File: config.mk
export PLATFORM = sky130hd
export DESIGN_NAME = bank_ilk
export DESIGN_NICKNAME = d
export VERILOG_FILES = /design/src/rtl/ilk_pkg.sv /design/src/rtl/bank_ilk.sv /design/src/rtl/press_check.sv /design/src/rtl/off_delay.sv
export SDC_FILE = /design/constraint.sdc
export NUM_CORES = 1
export LEC_CHECK = 0
export BUFFER_PORTS_ARGS = -buffer_cell sky130_fd_sc_hd__buf_2
export CAP_MARGIN = 15
export CORE_UTILIZATION = 40
export CTS_BUF_LIST = sky130_fd_sc_hd__clkbuf_16
export DETAILED_ROUTE_END_ITERATION = 8
export PLACE_DENSITY = 0.6
export SKIP_CTS_REPAIR_TIMING = 1
export SLEW_MARGIN = 25
export SYNTH_ARGS = -nofsm -noshare
export SYNTH_HDL_FRONTEND = slang
export SYNTH_HIERARCHICAL = 1
export SYNTH_SLANG_ARGS = --single-unit
File: constraint.sdc
create_clock -name hclk -period 2 [get_ports hclk]
set_input_delay 0.2 -clock hclk [delete_from_list [all_inputs] [get_ports hclk]]
set_output_delay 0.2 -clock hclk [all_outputs]
set_load 0.1 [all_outputs]
File: src/rtl/ilk_pkg.sv
// Constants and types shared by the bank start-up interlock block.
// Summary of operation
// single-function: ten banks, ten pairs, first outputs
// each bank stores its own four settings
// bank change needs a manual restart; code relocks only in single-function mode
// second pair switches off delayed after first; in two-function mode the code drops it with function B, without delay
// two-function: five banks per function, ten pairs
// pair n bank b selects A and B
// one resolution per bank, six values
// one maximum vehicle speed per bank
// violation switches outputs off within response time
// automatic mode: outputs on without any reset
// start interlock, then automatic restart after clear
// full interlock: reset needed after power and clear
// press of 0.12 s to 4 s is valid reset
// shorter or longer presses are ignored
package ilk_pkg;
  // Clock and millisecond tick.
  localparam int unsigned CLK_PERIOD_NS = 25;
  localparam int unsigned TICK_PERIOD_NS = 1000000;
  localparam int unsigned TICK_CYCLES = TICK_PERIOD_NS / CLK_PERIOD_NS;
  // Reset button window in milliseconds, one tick per millisecond.
  localparam int unsigned PRESS_MIN_MS = 120;
  localparam int unsigned PRESS_MAX_MS = 4000;
  localparam logic [11:0] PRESS_MIN_TICKS = 12'(PRESS_MIN_MS * 1000000 / TICK_PERIOD_NS);
  localparam logic [11:0] PRESS_MAX_TICKS = 12'(PRESS_MAX_MS * 1000000 / TICK_PERIOD_NS);
  // Bank and pair counts.
  localparam logic [3:0] BANKS_SINGLE = 4'hA;
  localparam logic [3:0] BANKS_DUAL = 4'h5;
  localparam logic [3:0] PAIRS_PER_BANK = 4'hA;
  // Register byte addresses.
  localparam logic [7:0] CFG_BASE = 8'h00;
  localparam logic [7:0] CTRL_ADDR = 8'h40;
  localparam logic [7:0] STATUS_ADDR = 8'h44;
  // Bank configuration word fields.
  localparam int unsigned RES_LSB = 0;
  localparam int unsigned SPEED_LSB = 4;
  localparam int unsigned START_LSB = 12;
  localparam int unsigned RESP_LSB = 16;
  localparam logic [31:0] CFG_RESET = 32'h0000_2000;
  localparam logic [31:0] CFG_MASK = 32'h00FF_3FF7;
  // Control word: bit 0 two-function mode, bits 15:8 off delay in ms.
  localparam int unsigned DELAY_LSB = 8;
  localparam logic [31:0] CTRL_RESET = 32'h0000_0A00;
  localparam logic [31:0] CTRL_MASK = 32'h0000_FF01;
  // Start-up behaviour codes.
  localparam logic [1:0] START_AUTO = 2'h0;
  localparam logic [1:0] START_ILK_AUTO = 2'h1;
  localparam logic [1:0] START_FULL = 2'h2;
  // Resolution codes and millimetre values.
  localparam logic [7:0] RES_MM_0 = 8'h1E;
  localparam logic [7:0] RES_MM_1 = 8'h28;
  localparam logic [7:0] RES_MM_2 = 8'h32;
  localparam logic [7:0] RES_MM_3 = 8'h3C;
  localparam logic [7:0] RES_MM_4 = 8'h46;
  localparam logic [7:0] RES_MM_5 = 8'h96;
  // Interlock states.
  typedef enum logic [1:0] {power_st, lock_st, run_st} ilk_state_t;
endpackage

File: src/rtl/bank_ilk.sv
// Bank configuration store and safety output interlock, AHB-Lite slave.
`timescale 1ns/100ps
`default_nettype none
module bank_ilk
  import ilk_pkg::*;
#(
  parameter int unsigned TICK_DIV = TICK_CYCLES
)(
  // Clock and reset; reset also stands for supply return.
  input wire logic hclk,
  input wire logic hresetn,
  // AHB-Lite slave.
  input wire logic hsel,
  input wire logic [31:0] haddr,
  input wire logic [1:0] htrans,
  input wire logic hwrite,
  input wire logic [2:0] hsize,
  input wire logic [31:0] hwdata,
  input wire logic hready,
  output logic hreadyout,
  output logic hresp,
  output logic [31:0] hrdata,
  // Machine control selection and field state.
  input wire logic [3:0] bank_sel,
  input wire logic [3:0] pair_sel,
  input wire logic viol_a,
  input wire logic viol_b,
  input wire logic reset_button,
  // Safety outputs.
  output logic first_safety_output_pair,
  output logic second_safety_output_pair,
  // Active selection and settings.
  output logic [3:0] bank_a,
  output logic [3:0] bank_b,
  output logic [3:0] pair_a,
  output logic [3:0] pair_b,
  output logic [7:0] resolution_mm,
  output logic [7:0] max_vehicle_speed,
  output logic [7:0] response_ms,
  output logic start_restart_lockout
);
  ////////////////////////////////////////////////////////////////////////
  // Millisecond tick divider.
  ////////////////////////////////////////////////////////////////////////
  logic [31:0] div_reg; // Cycle counter within one millisecond.
  logic tick; // One-cycle enable every millisecond.

  // The divider is the only slow rate; everything else uses its pulse.
  always_ff @(posedge hclk or negedge hresetn) begin
    if (!hresetn) begin
      div_reg <= 32'h0000_0000;
      tick <= 1'b0;
    end else if (div_reg == 32'(TICK_DIV - 1)) begin
      div_reg <= 32'h0000_0000;
      tick <= 1'b1;
    end else begin
      div_reg <= div_reg + 32'h0000_0001;
      tick <= 1'b0;
    end
  end

  ////////////////////////////////////////////////////////////////////////
  // Bus slave and registers.
  ////////////////////////////////////////////////////////////////////////
  logic [31:0] cfg_reg [0:9]; // One settings word per bank.
  logic [31:0] ctrl_reg; // Mode and off delay.
  logic [7:0] addr_reg; // Latched address of the data phase.
  logic wr_reg; // Write data phase pending.
  logic rd_reg; // Read data phase, first cycle.
  logic rd_done_reg; // Read data phase, answer cycle.
  logic [31:0] status_w; // Block state for software.
  logic [31:0] rd_mux; // Read selection.

  // A transfer is taken when selected, active and the bus is ready.
  wire take = hsel && htrans[1] && hready;
  wire in_cfg = addr_reg < (CFG_BASE + {2'b00, BANKS_SINGLE, 2'b00});
  wire [3:0] cfg_idx = addr_reg[5:2];
  wire two_fn = ctrl_reg[0];
  wire [7:0] delay_ms = ctrl_reg[DELAY_LSB +: 8];

  // Reads take one wait state so a write just before is always seen.
  assign hreadyout = !rd_reg;
  assign hresp = 1'b0;
  assign rd_mux = in_cfg ? cfg_reg[cfg_idx] :
                  (addr_reg == CTRL_ADDR) ? ctrl_reg :
                  (addr_reg == STATUS_ADDR) ? status_w : 32'h0000_0000;

  // Address phase capture and read answer.
  always_ff @(posedge hclk or negedge hresetn) begin
    if (!hresetn) begin
      addr_reg <= 8'h00;
      wr_reg <= 1'b0;
      rd_reg <= 1'b0;
      rd_done_reg <= 1'b0;
      hrdata <= 32'h0000_0000;
    end else begin
      rd_done_reg <= rd_reg;
      if (rd_reg) begin
        hrdata <= rd_mux;
        rd_reg <= 1'b0;
      end else begin
        wr_reg <= take && hwrite;
        rd_reg <= take && !hwrite;
        if (take) begin
          addr_reg <= haddr[7:0];
        end
      end
    end
  end

  // Register writes in the data phase; unmapped writes are dropped.
  always_ff @(posedge hclk or negedge hresetn) begin
    if (!hresetn) begin
      for (int i = 0; i < 10; i++) begin
        cfg_reg[i] <= CFG_RESET;
      end
      ctrl_reg <= CTRL_RESET;
    end else if (wr_reg) begin
      if (in_cfg) begin
        cfg_reg[cfg_idx] <= hwdata & CFG_MASK;
      end else if (addr_reg == CTRL_ADDR) begin
        ctrl_reg <= hwdata & CTRL_MASK;
      end
    end
  end

  ////////////////////////////////////////////////////////////////////////
  // Bank and pair selection.
  ////////////////////////////////////////////////////////////////////////
  // In two-function mode bank b of function B uses settings word b+5.
  wire [3:0] bank_lim = two_fn ? BANKS_DUAL : BANKS_SINGLE;
  wire sel_bad = (bank_sel >= bank_lim) || (pair_sel >= PAIRS_PER_BANK);
  wire [3:0] idx_a = (bank_sel < BANKS_SINGLE) ? bank_sel : 4'h0;
  wire [3:0] idx_b = (bank_sel < BANKS_DUAL) ? bank_sel + BANKS_DUAL : 4'h0;
  wire [31:0] set_a = cfg_reg[idx_a];
  // Function B reads its own word, but only to check its resolution and start codes; the outputs use set_a.
  wire [31:0] set_b = cfg_reg[idx_b];
  wire [2:0] res_code = set_a[RES_LSB +: 3];
  wire [1:0] start_mode = set_a[START_LSB +: 2];
  logic mode_last_reg; // Mode seen last cycle, for changeover.

  // Resolution lookup; codes 6 and 7 are a configuration fault.
  wire [7:0] res_w = (res_code == 3'h0) ? RES_MM_0 :
                     (res_code == 3'h1) ? RES_MM_1 :
                     (res_code == 3'h2) ? RES_MM_2 :
                     (res_code == 3'h3) ? RES_MM_3 :
                     (res_code == 3'h4) ? RES_MM_4 : RES_MM_5;
  wire res_bad = res_code > 3'h5;
  // A bad function B word stops the outputs too; a half-valid bank is never run.
  wire fault_b = two_fn &&
                 ((set_b[RES_LSB +: 3] > 3'h5) ||
                  (set_b[START_LSB +: 2] > START_FULL));
  wire fault = sel_bad || res_bad || fault_b || (start_mode > START_FULL);
  wire bank_change = (bank_sel != bank_a) || (two_fn != mode_last_reg);

  // Active selection and the active bank's settings.
  always_ff @(posedge hclk or negedge hresetn) begin
    if (!hresetn) begin
      bank_a <= 4'h0;
      bank_b <= 4'h0;
      pair_a <= 4'h0;
      pair_b <= 4'h0;
      mode_last_reg <= 1'b0;
      resolution_mm <= RES_MM_0;
      max_vehicle_speed <= 8'h00;
      response_ms <= 8'h00;
    end else begin
      bank_a <= bank_sel;
      bank_b <= bank_sel;
      pair_a <= pair_sel;
      pair_b <= pair_sel;
      mode_last_reg <= two_fn;
      resolution_mm <= res_w;
      max_vehicle_speed <= set_a[SPEED_LSB +: 8];
      response_ms <= set_a[RESP_LSB +: 8];
    end
  end

  ////////////////////////////////////////////////////////////////////////
  // Start-up and restart interlock.
  ////////////////////////////////////////////////////////////////////////
  ilk_state_t state_reg;
  ilk_state_t state_next;
  logic press_ok;
  logic press_bad;
  logic reject_reg; // Last press was outside the window.
  wire any_viol = viol_a || (two_fn && viol_b);
  wire clear = !any_viol && !fault;

  press_check u_press (
    .hclk(hclk),
    .hresetn(hresetn),
    .tick(tick),
    .button(reset_button),
    .press_ok(press_ok),
    .press_bad(press_bad)
  );

  // Next state. A valid press only counts with a clear field.
  always_comb begin
    state_next = state_reg;
    case (state_reg)
      power_st: begin
        if (start_mode == START_AUTO) begin
          state_next = run_st;
        end else begin
          state_next = lock_st;
        end
      end
      lock_st: begin
        if (press_ok && clear) begin
          state_next = run_st;
        end
      end
      run_st: begin
        if (bank_change && !two_fn) begin
          state_next = lock_st;
        end else if (any_viol && start_mode == START_FULL) begin
          state_next = lock_st;
        end
      end
      default: state_next = lock_st;
    endcase
  end

  // State register; a bad press leaves the lock as it is.
  always_ff @(posedge hclk or negedge hresetn) begin
    if (!hresetn) begin
      state_reg <= power_st;
      reject_reg <= 1'b0;
    end else begin
      state_reg <= state_next;
      if (press_bad) begin
        reject_reg <= 1'b1;
      end else if (press_ok) begin
        reject_reg <= 1'b0;
      end
    end
  end

  ////////////////////////////////////////////////////////////////////////
  // Safety outputs.
  ////////////////////////////////////////////////////////////////////////
  logic first_on_reg; // First pair before output.
  logic b_on_reg; // Function B in two-function mode.
  logic delayed_on; // First pair with delayed off.

  // The first pair drops one cycle after a violation; the second follows the off delay, or in
  // two-function mode drops two cycles after a function B violation; the response value is reported only.
  wire run_ok = (state_reg == run_st) && !fault && !bank_change;
  always_ff @(posedge hclk or negedge hresetn) begin
    if (!hresetn) begin
      first_on_reg <= 1'b0;
      b_on_reg <= 1'b0;
      second_safety_output_pair <= 1'b0;
    end else begin
      first_on_reg <= run_ok && !viol_a;
      b_on_reg <= run_ok && !viol_b;
      second_safety_output_pair <= two_fn ? b_on_reg : delayed_on;
    end
  end
  assign first_safety_output_pair = first_on_reg;
  assign start_restart_lockout = (state_reg != run_st);

  off_delay u_delay (
    .hclk(hclk),
    .hresetn(hresetn),
    .tick(tick),
    .delay_ms(delay_ms),
    .on_in(first_on_reg),
    .on_out(delayed_on)
  );

  // Status word for software.
  assign status_w = {19'h00000, reject_reg, pair_a, bank_a, fault,
                     second_safety_output_pair, first_on_reg, start_restart_lockout};
endmodule
`default_nettype wire

File: src/rtl/press_check.sv
// Reset button press length check.
`timescale 1ns/100ps
`default_nettype none
module press_check
  import ilk_pkg::*;
(
  // Clock and reset.
  input wire logic hclk,
  input wire logic hresetn,
  // Millisecond tick and button.
  input wire logic tick,
  input wire logic button,
  // Results, one-cycle pulses on release.
  output logic press_ok,
  output logic press_bad
);
  logic btn_reg;
  logic [11:0] len_reg;
  logic [11:0] len_next;
  wire released = btn_reg && !button;
  // Saturating count so a stuck button never wraps into the window.
  assign len_next = (len_reg == 12'hFFF) ? len_reg : len_reg + 12'h001;
  wire in_window = (len_reg >= PRESS_MIN_TICKS) && (len_reg <= PRESS_MAX_TICKS);

  // Measure each press and judge it on release.
  always_ff @(posedge hclk or negedge hresetn) begin
    if (!hresetn) begin
      btn_reg <= 1'b0;
      len_reg <= 12'h000;
      press_ok <= 1'b0;
      press_bad <= 1'b0;
    end else begin
      btn_reg <= button;
      press_ok <= released && in_window;
      press_bad <= released && !in_window;
      if (!button) begin
        len_reg <= 12'h000;
      end else if (tick) begin
        len_reg <= len_next;
      end
    end
  end
endmodule
`default_nettype wire

File: src/rtl/off_delay.sv
// Delayed switch-off for the second safety output pair.
`timescale 1ns/100ps
`default_nettype none
module off_delay (
  // Clock and reset.
  input wire logic hclk,
  input wire logic hresetn,
  // Millisecond tick, delay and follow input.
  input wire logic tick,
  input wire logic [7:0] delay_ms,
  input wire logic on_in,
  // Delayed output.
  output logic on_out
);
  logic [7:0] cnt_reg;
  // Switch on with the input, switch off only after the delay ran out.
  always_ff @(posedge hclk or negedge hresetn) begin
    if (!hresetn) begin
      on_out <= 1'b0;
      cnt_reg <= 8'h00;
    end else if (on_in) begin
      on_out <= 1'b1;
      cnt_reg <= delay_ms;
    end else if (cnt_reg == 8'h00) begin
      on_out <= 1'b0;
    end else if (tick) begin
      cnt_reg <= cnt_reg - 8'h01;
    end
  end
endmodule
`default_nettype wire

==> impl_metrics.env <==
export IMPL_layout_drive_gt1_share_pct=47.7
export IMPL_utilization_pct=54.1
export IMPL_antenna_left=0
export IMPL_slew_violations=0
export IMPL_finClkSkew_ns=0.0207
export IMPL_rsz0062_at_grt="yes"
export IMPL_grt_max_degree=56
export IMPL_status="complete, but fails checks"
export IMPL_cp_start_kind="flop"
export IMPL_placed_area_um2=20300
export IMPL_cts_root_buf="clkbuf_16"
export IMPL_fin_nets=1773
export IMPL_cp_max_fo=6
export IMPL_p_leak_uw=0.0105
export IMPL_syn_avg_cell_area_um2=12.9
export IMPL_die_height_um=212
export IMPL_clock_latency_ns=0.57
export IMPL_worst_pin_slew_ns=0.551
export IMPL_fin_crit_ns=2.28
export IMPL_nFillCells=3615
export IMPL_failed_checks="negative setup slack"
export IMPL_vdd_ir_drop_max_uv=634
export IMPL_synth_commonest_cells="dfrtp_1, mux2_2, mux4_2, mux2i_1, nor2_1"
export IMPL_area_delta_synth_final_pct=32.4
export IMPL_dpl_hpwl_um=34200
export IMPL_drt_iter0_markers=1123
export IMPL_synthDistinctLibCells=78
export IMPL_cts_tree="built"
export IMPL_layoutNonFillerInstCount=2293
export IMPL_clockBufferDepth=3
export IMPL_dpl_cell_count=2150
export IMPL_core_um2=43400
export IMPL_relSlewSlack_pct=62.8
export IMPL_grt_pass1_wl_um=77400
export IMPL_vias=13100
export IMPL_yosys_warnings=6
export IMPL_synth_area_um2=17700
export IMPL_grt_pass1_vias=12900
export IMPL_ios=162
export IMPL_clk_pin_slew_ns=0.06
export IMPL_antenna_found_initial=3
export IMPL_cp_arrival_ns=2.71
export IMPL_synth_top_cell_by_area="dfrtp_1"
export IMPL_row_count=76
export IMPL_synth_area_leaders="dfrtp_1, mux2_2, mux4_2"
export IMPL_setup_viol=231
export IMPL_hold_path_class="in -> reg"
export IMPL_synth_flop_cell="dfrtp_1"
export IMPL_synth_yosys_seq_area_share_pct=49.3
export IMPL_cts_sinks=348
export IMPL_wl_per_cell_um=23.4
export IMPL_synth_most_common_cell="dfrtp_1"
export IMPL_setup_ws_ns=-0.282
export IMPL_drc=0
export IMPL_grt_overflow=0
export IMPL_required_ns=2.43
export IMPL_die_x_um=212
export IMPL_synth_enable_flop_cells=0
export IMPL_fin_crit_sh_pct=114
export IMPL_syn_inst=1378
export IMPL_hold_viol=0
export IMPL_viasPerCell=5.72
export IMPL_powerDensity_nw_per_um2=885
export IMPL_async_flop_share_pct=100
export IMPL_largest_reg_flops=210
export IMPL_initial_core_util_pct=40.9
export IMPL_synth_top_area_share_pct=46.9
export IMPL_fin_setup_tns_ns=-33.94
export IMPL_track_usage_pct=22.7
export IMPL_fmax_mhz=438
export IMPL_final_area_um2=23500
export IMPL_synth_seq_cells=348
export IMPL_io_buffer_count=114
export IMPL_htreeDepth=2
export IMPL_crit_path_end_kind="flop"
export IMPL_die_area_um2=45100
export IMPL_path_class="reg -> reg"
export IMPL_drt_wl_total_um=53600
export IMPL_timing_hold_ws_ns=0.0315
export IMPL_gp_congestion=0.882
export IMPL_firstDrtPassIters=5
export IMPL_max_cap_violations=0
export IMPL_cts_buffers=40
-- worst paths after layout --
check	start	slack, ns	end	cells after the start
max	addr_reg[3]$_DFFE_PN0P_	-0.28	cfg_reg[203]$_DFFE_PN0P_	9
min	hwdata[18]	0.03	cfg_reg[50]$_DFFE_PN0P_	2
max reg2reg	addr_reg[3]$_DFFE_PN0P_	-0.28	cfg_reg[203]$_DFFE_PN0P_	9
min reg2reg	u_press/press_bad$_DFF_PN0_	0.45	reject_reg$_DFFE_PN0P_	1
max in group asynchronous	hresetn	1.08	cfg_reg[36]$_DFFE_PN0P_	3
min in group asynchronous	hresetn	0.15	resolution_mm[7]$_DFF_PN0_	2
-- critical path, cell delays in order, from the launching register on --
cell and delay [ns]:
dfrtp_2 0.42, nor2_4 0.14, nor2b_4 0.05, nor3_4 0.27, nand2_2 0.13, buf_6 0.15, nor4_4 0.30, buf_6 0.21
buf_12 0.16, mux2_4 0.30
-- stage by stage --
| stage | worst slack, ns | power (uW) |
|---|---|---|
| after floorplan | -0.0574 | 11600 |
| after global placement | -0.380 | 13100 |
| after detailed placement | -0.386 | 13100 |
| after CTS | -0.319 | 20300 |
| after global routing | -0.311 | 21600 |
| final | -0.282 | 20800 |
-- cells by family (layout without fill, tap and decap cells) --
family | Yosys count | after routing | synth area share (%)
mux | 382 | 382 | 28.8
flops | 348 | 348 | 49.3
fa+ha+maj | 10 | 10 | 0.706
simple gates | 266 | 266 | 7.94
compound gates | 186 | 186 | 7.56
other cells | 1 | 11 | 0.0212
buf+inv | 148 | 468 | 3.89
xor+xnor | 37 | 37 | 1.83
-- power breakdown --
group / total [uW] / leakage, uW / switching (uW) / internal, uW
logic: 5450 / 0.00534 / 3270 / 2190
registers: 8170 / 0.00450 / 483 / 7680
clock network: 7150 / 0.000665 / 2930 / 4220
-- cells in the final DEF (no fill, tap or decap), drive strengths merged, types with 13 or more instances in the layout --
cell	count
a21oi	20
a31oi	20
buf	335
clkbuf	54
clkinv	14
dfrtp	332
dfstp	16
dlygate4sd3	20
inv	41
mux2	232
mux2i	71
mux4	79
nand2	54
nand3	23
nand4	20
nor2	63
nor2b	16
nor3	25
nor4	13
o21ai	38
o221ai	16
o22ai	14
xnor2	21
xor2	16
-- final cells by class --
cell class | instances | area [um^2] | area share [%]
Sequential cell | 348 | 8740 | 37.2
Antenna cell | 1 | 2.50 | 0.0107
Tap cell | 585 | 732 | 3.12
Multi-Input combinational cell | 891 | 9300 | 39.6
Timing Repair Buffer | 368 | 3300 | 14.1
Clock inverter | 30 | 241 | 1.03
Clock buffer | 41 | 1030 | 4.37
Inverter | 29 | 121 | 0.517
-- routing by layer --
layer  GRT usage, %  part of all wire [%]
met4           5.88                   2.5
met1           31.3                    44
met3           4.55                   6.4
met5              0                 0.022
met2           36.6                    47
(Power assumes the default switching activity.)
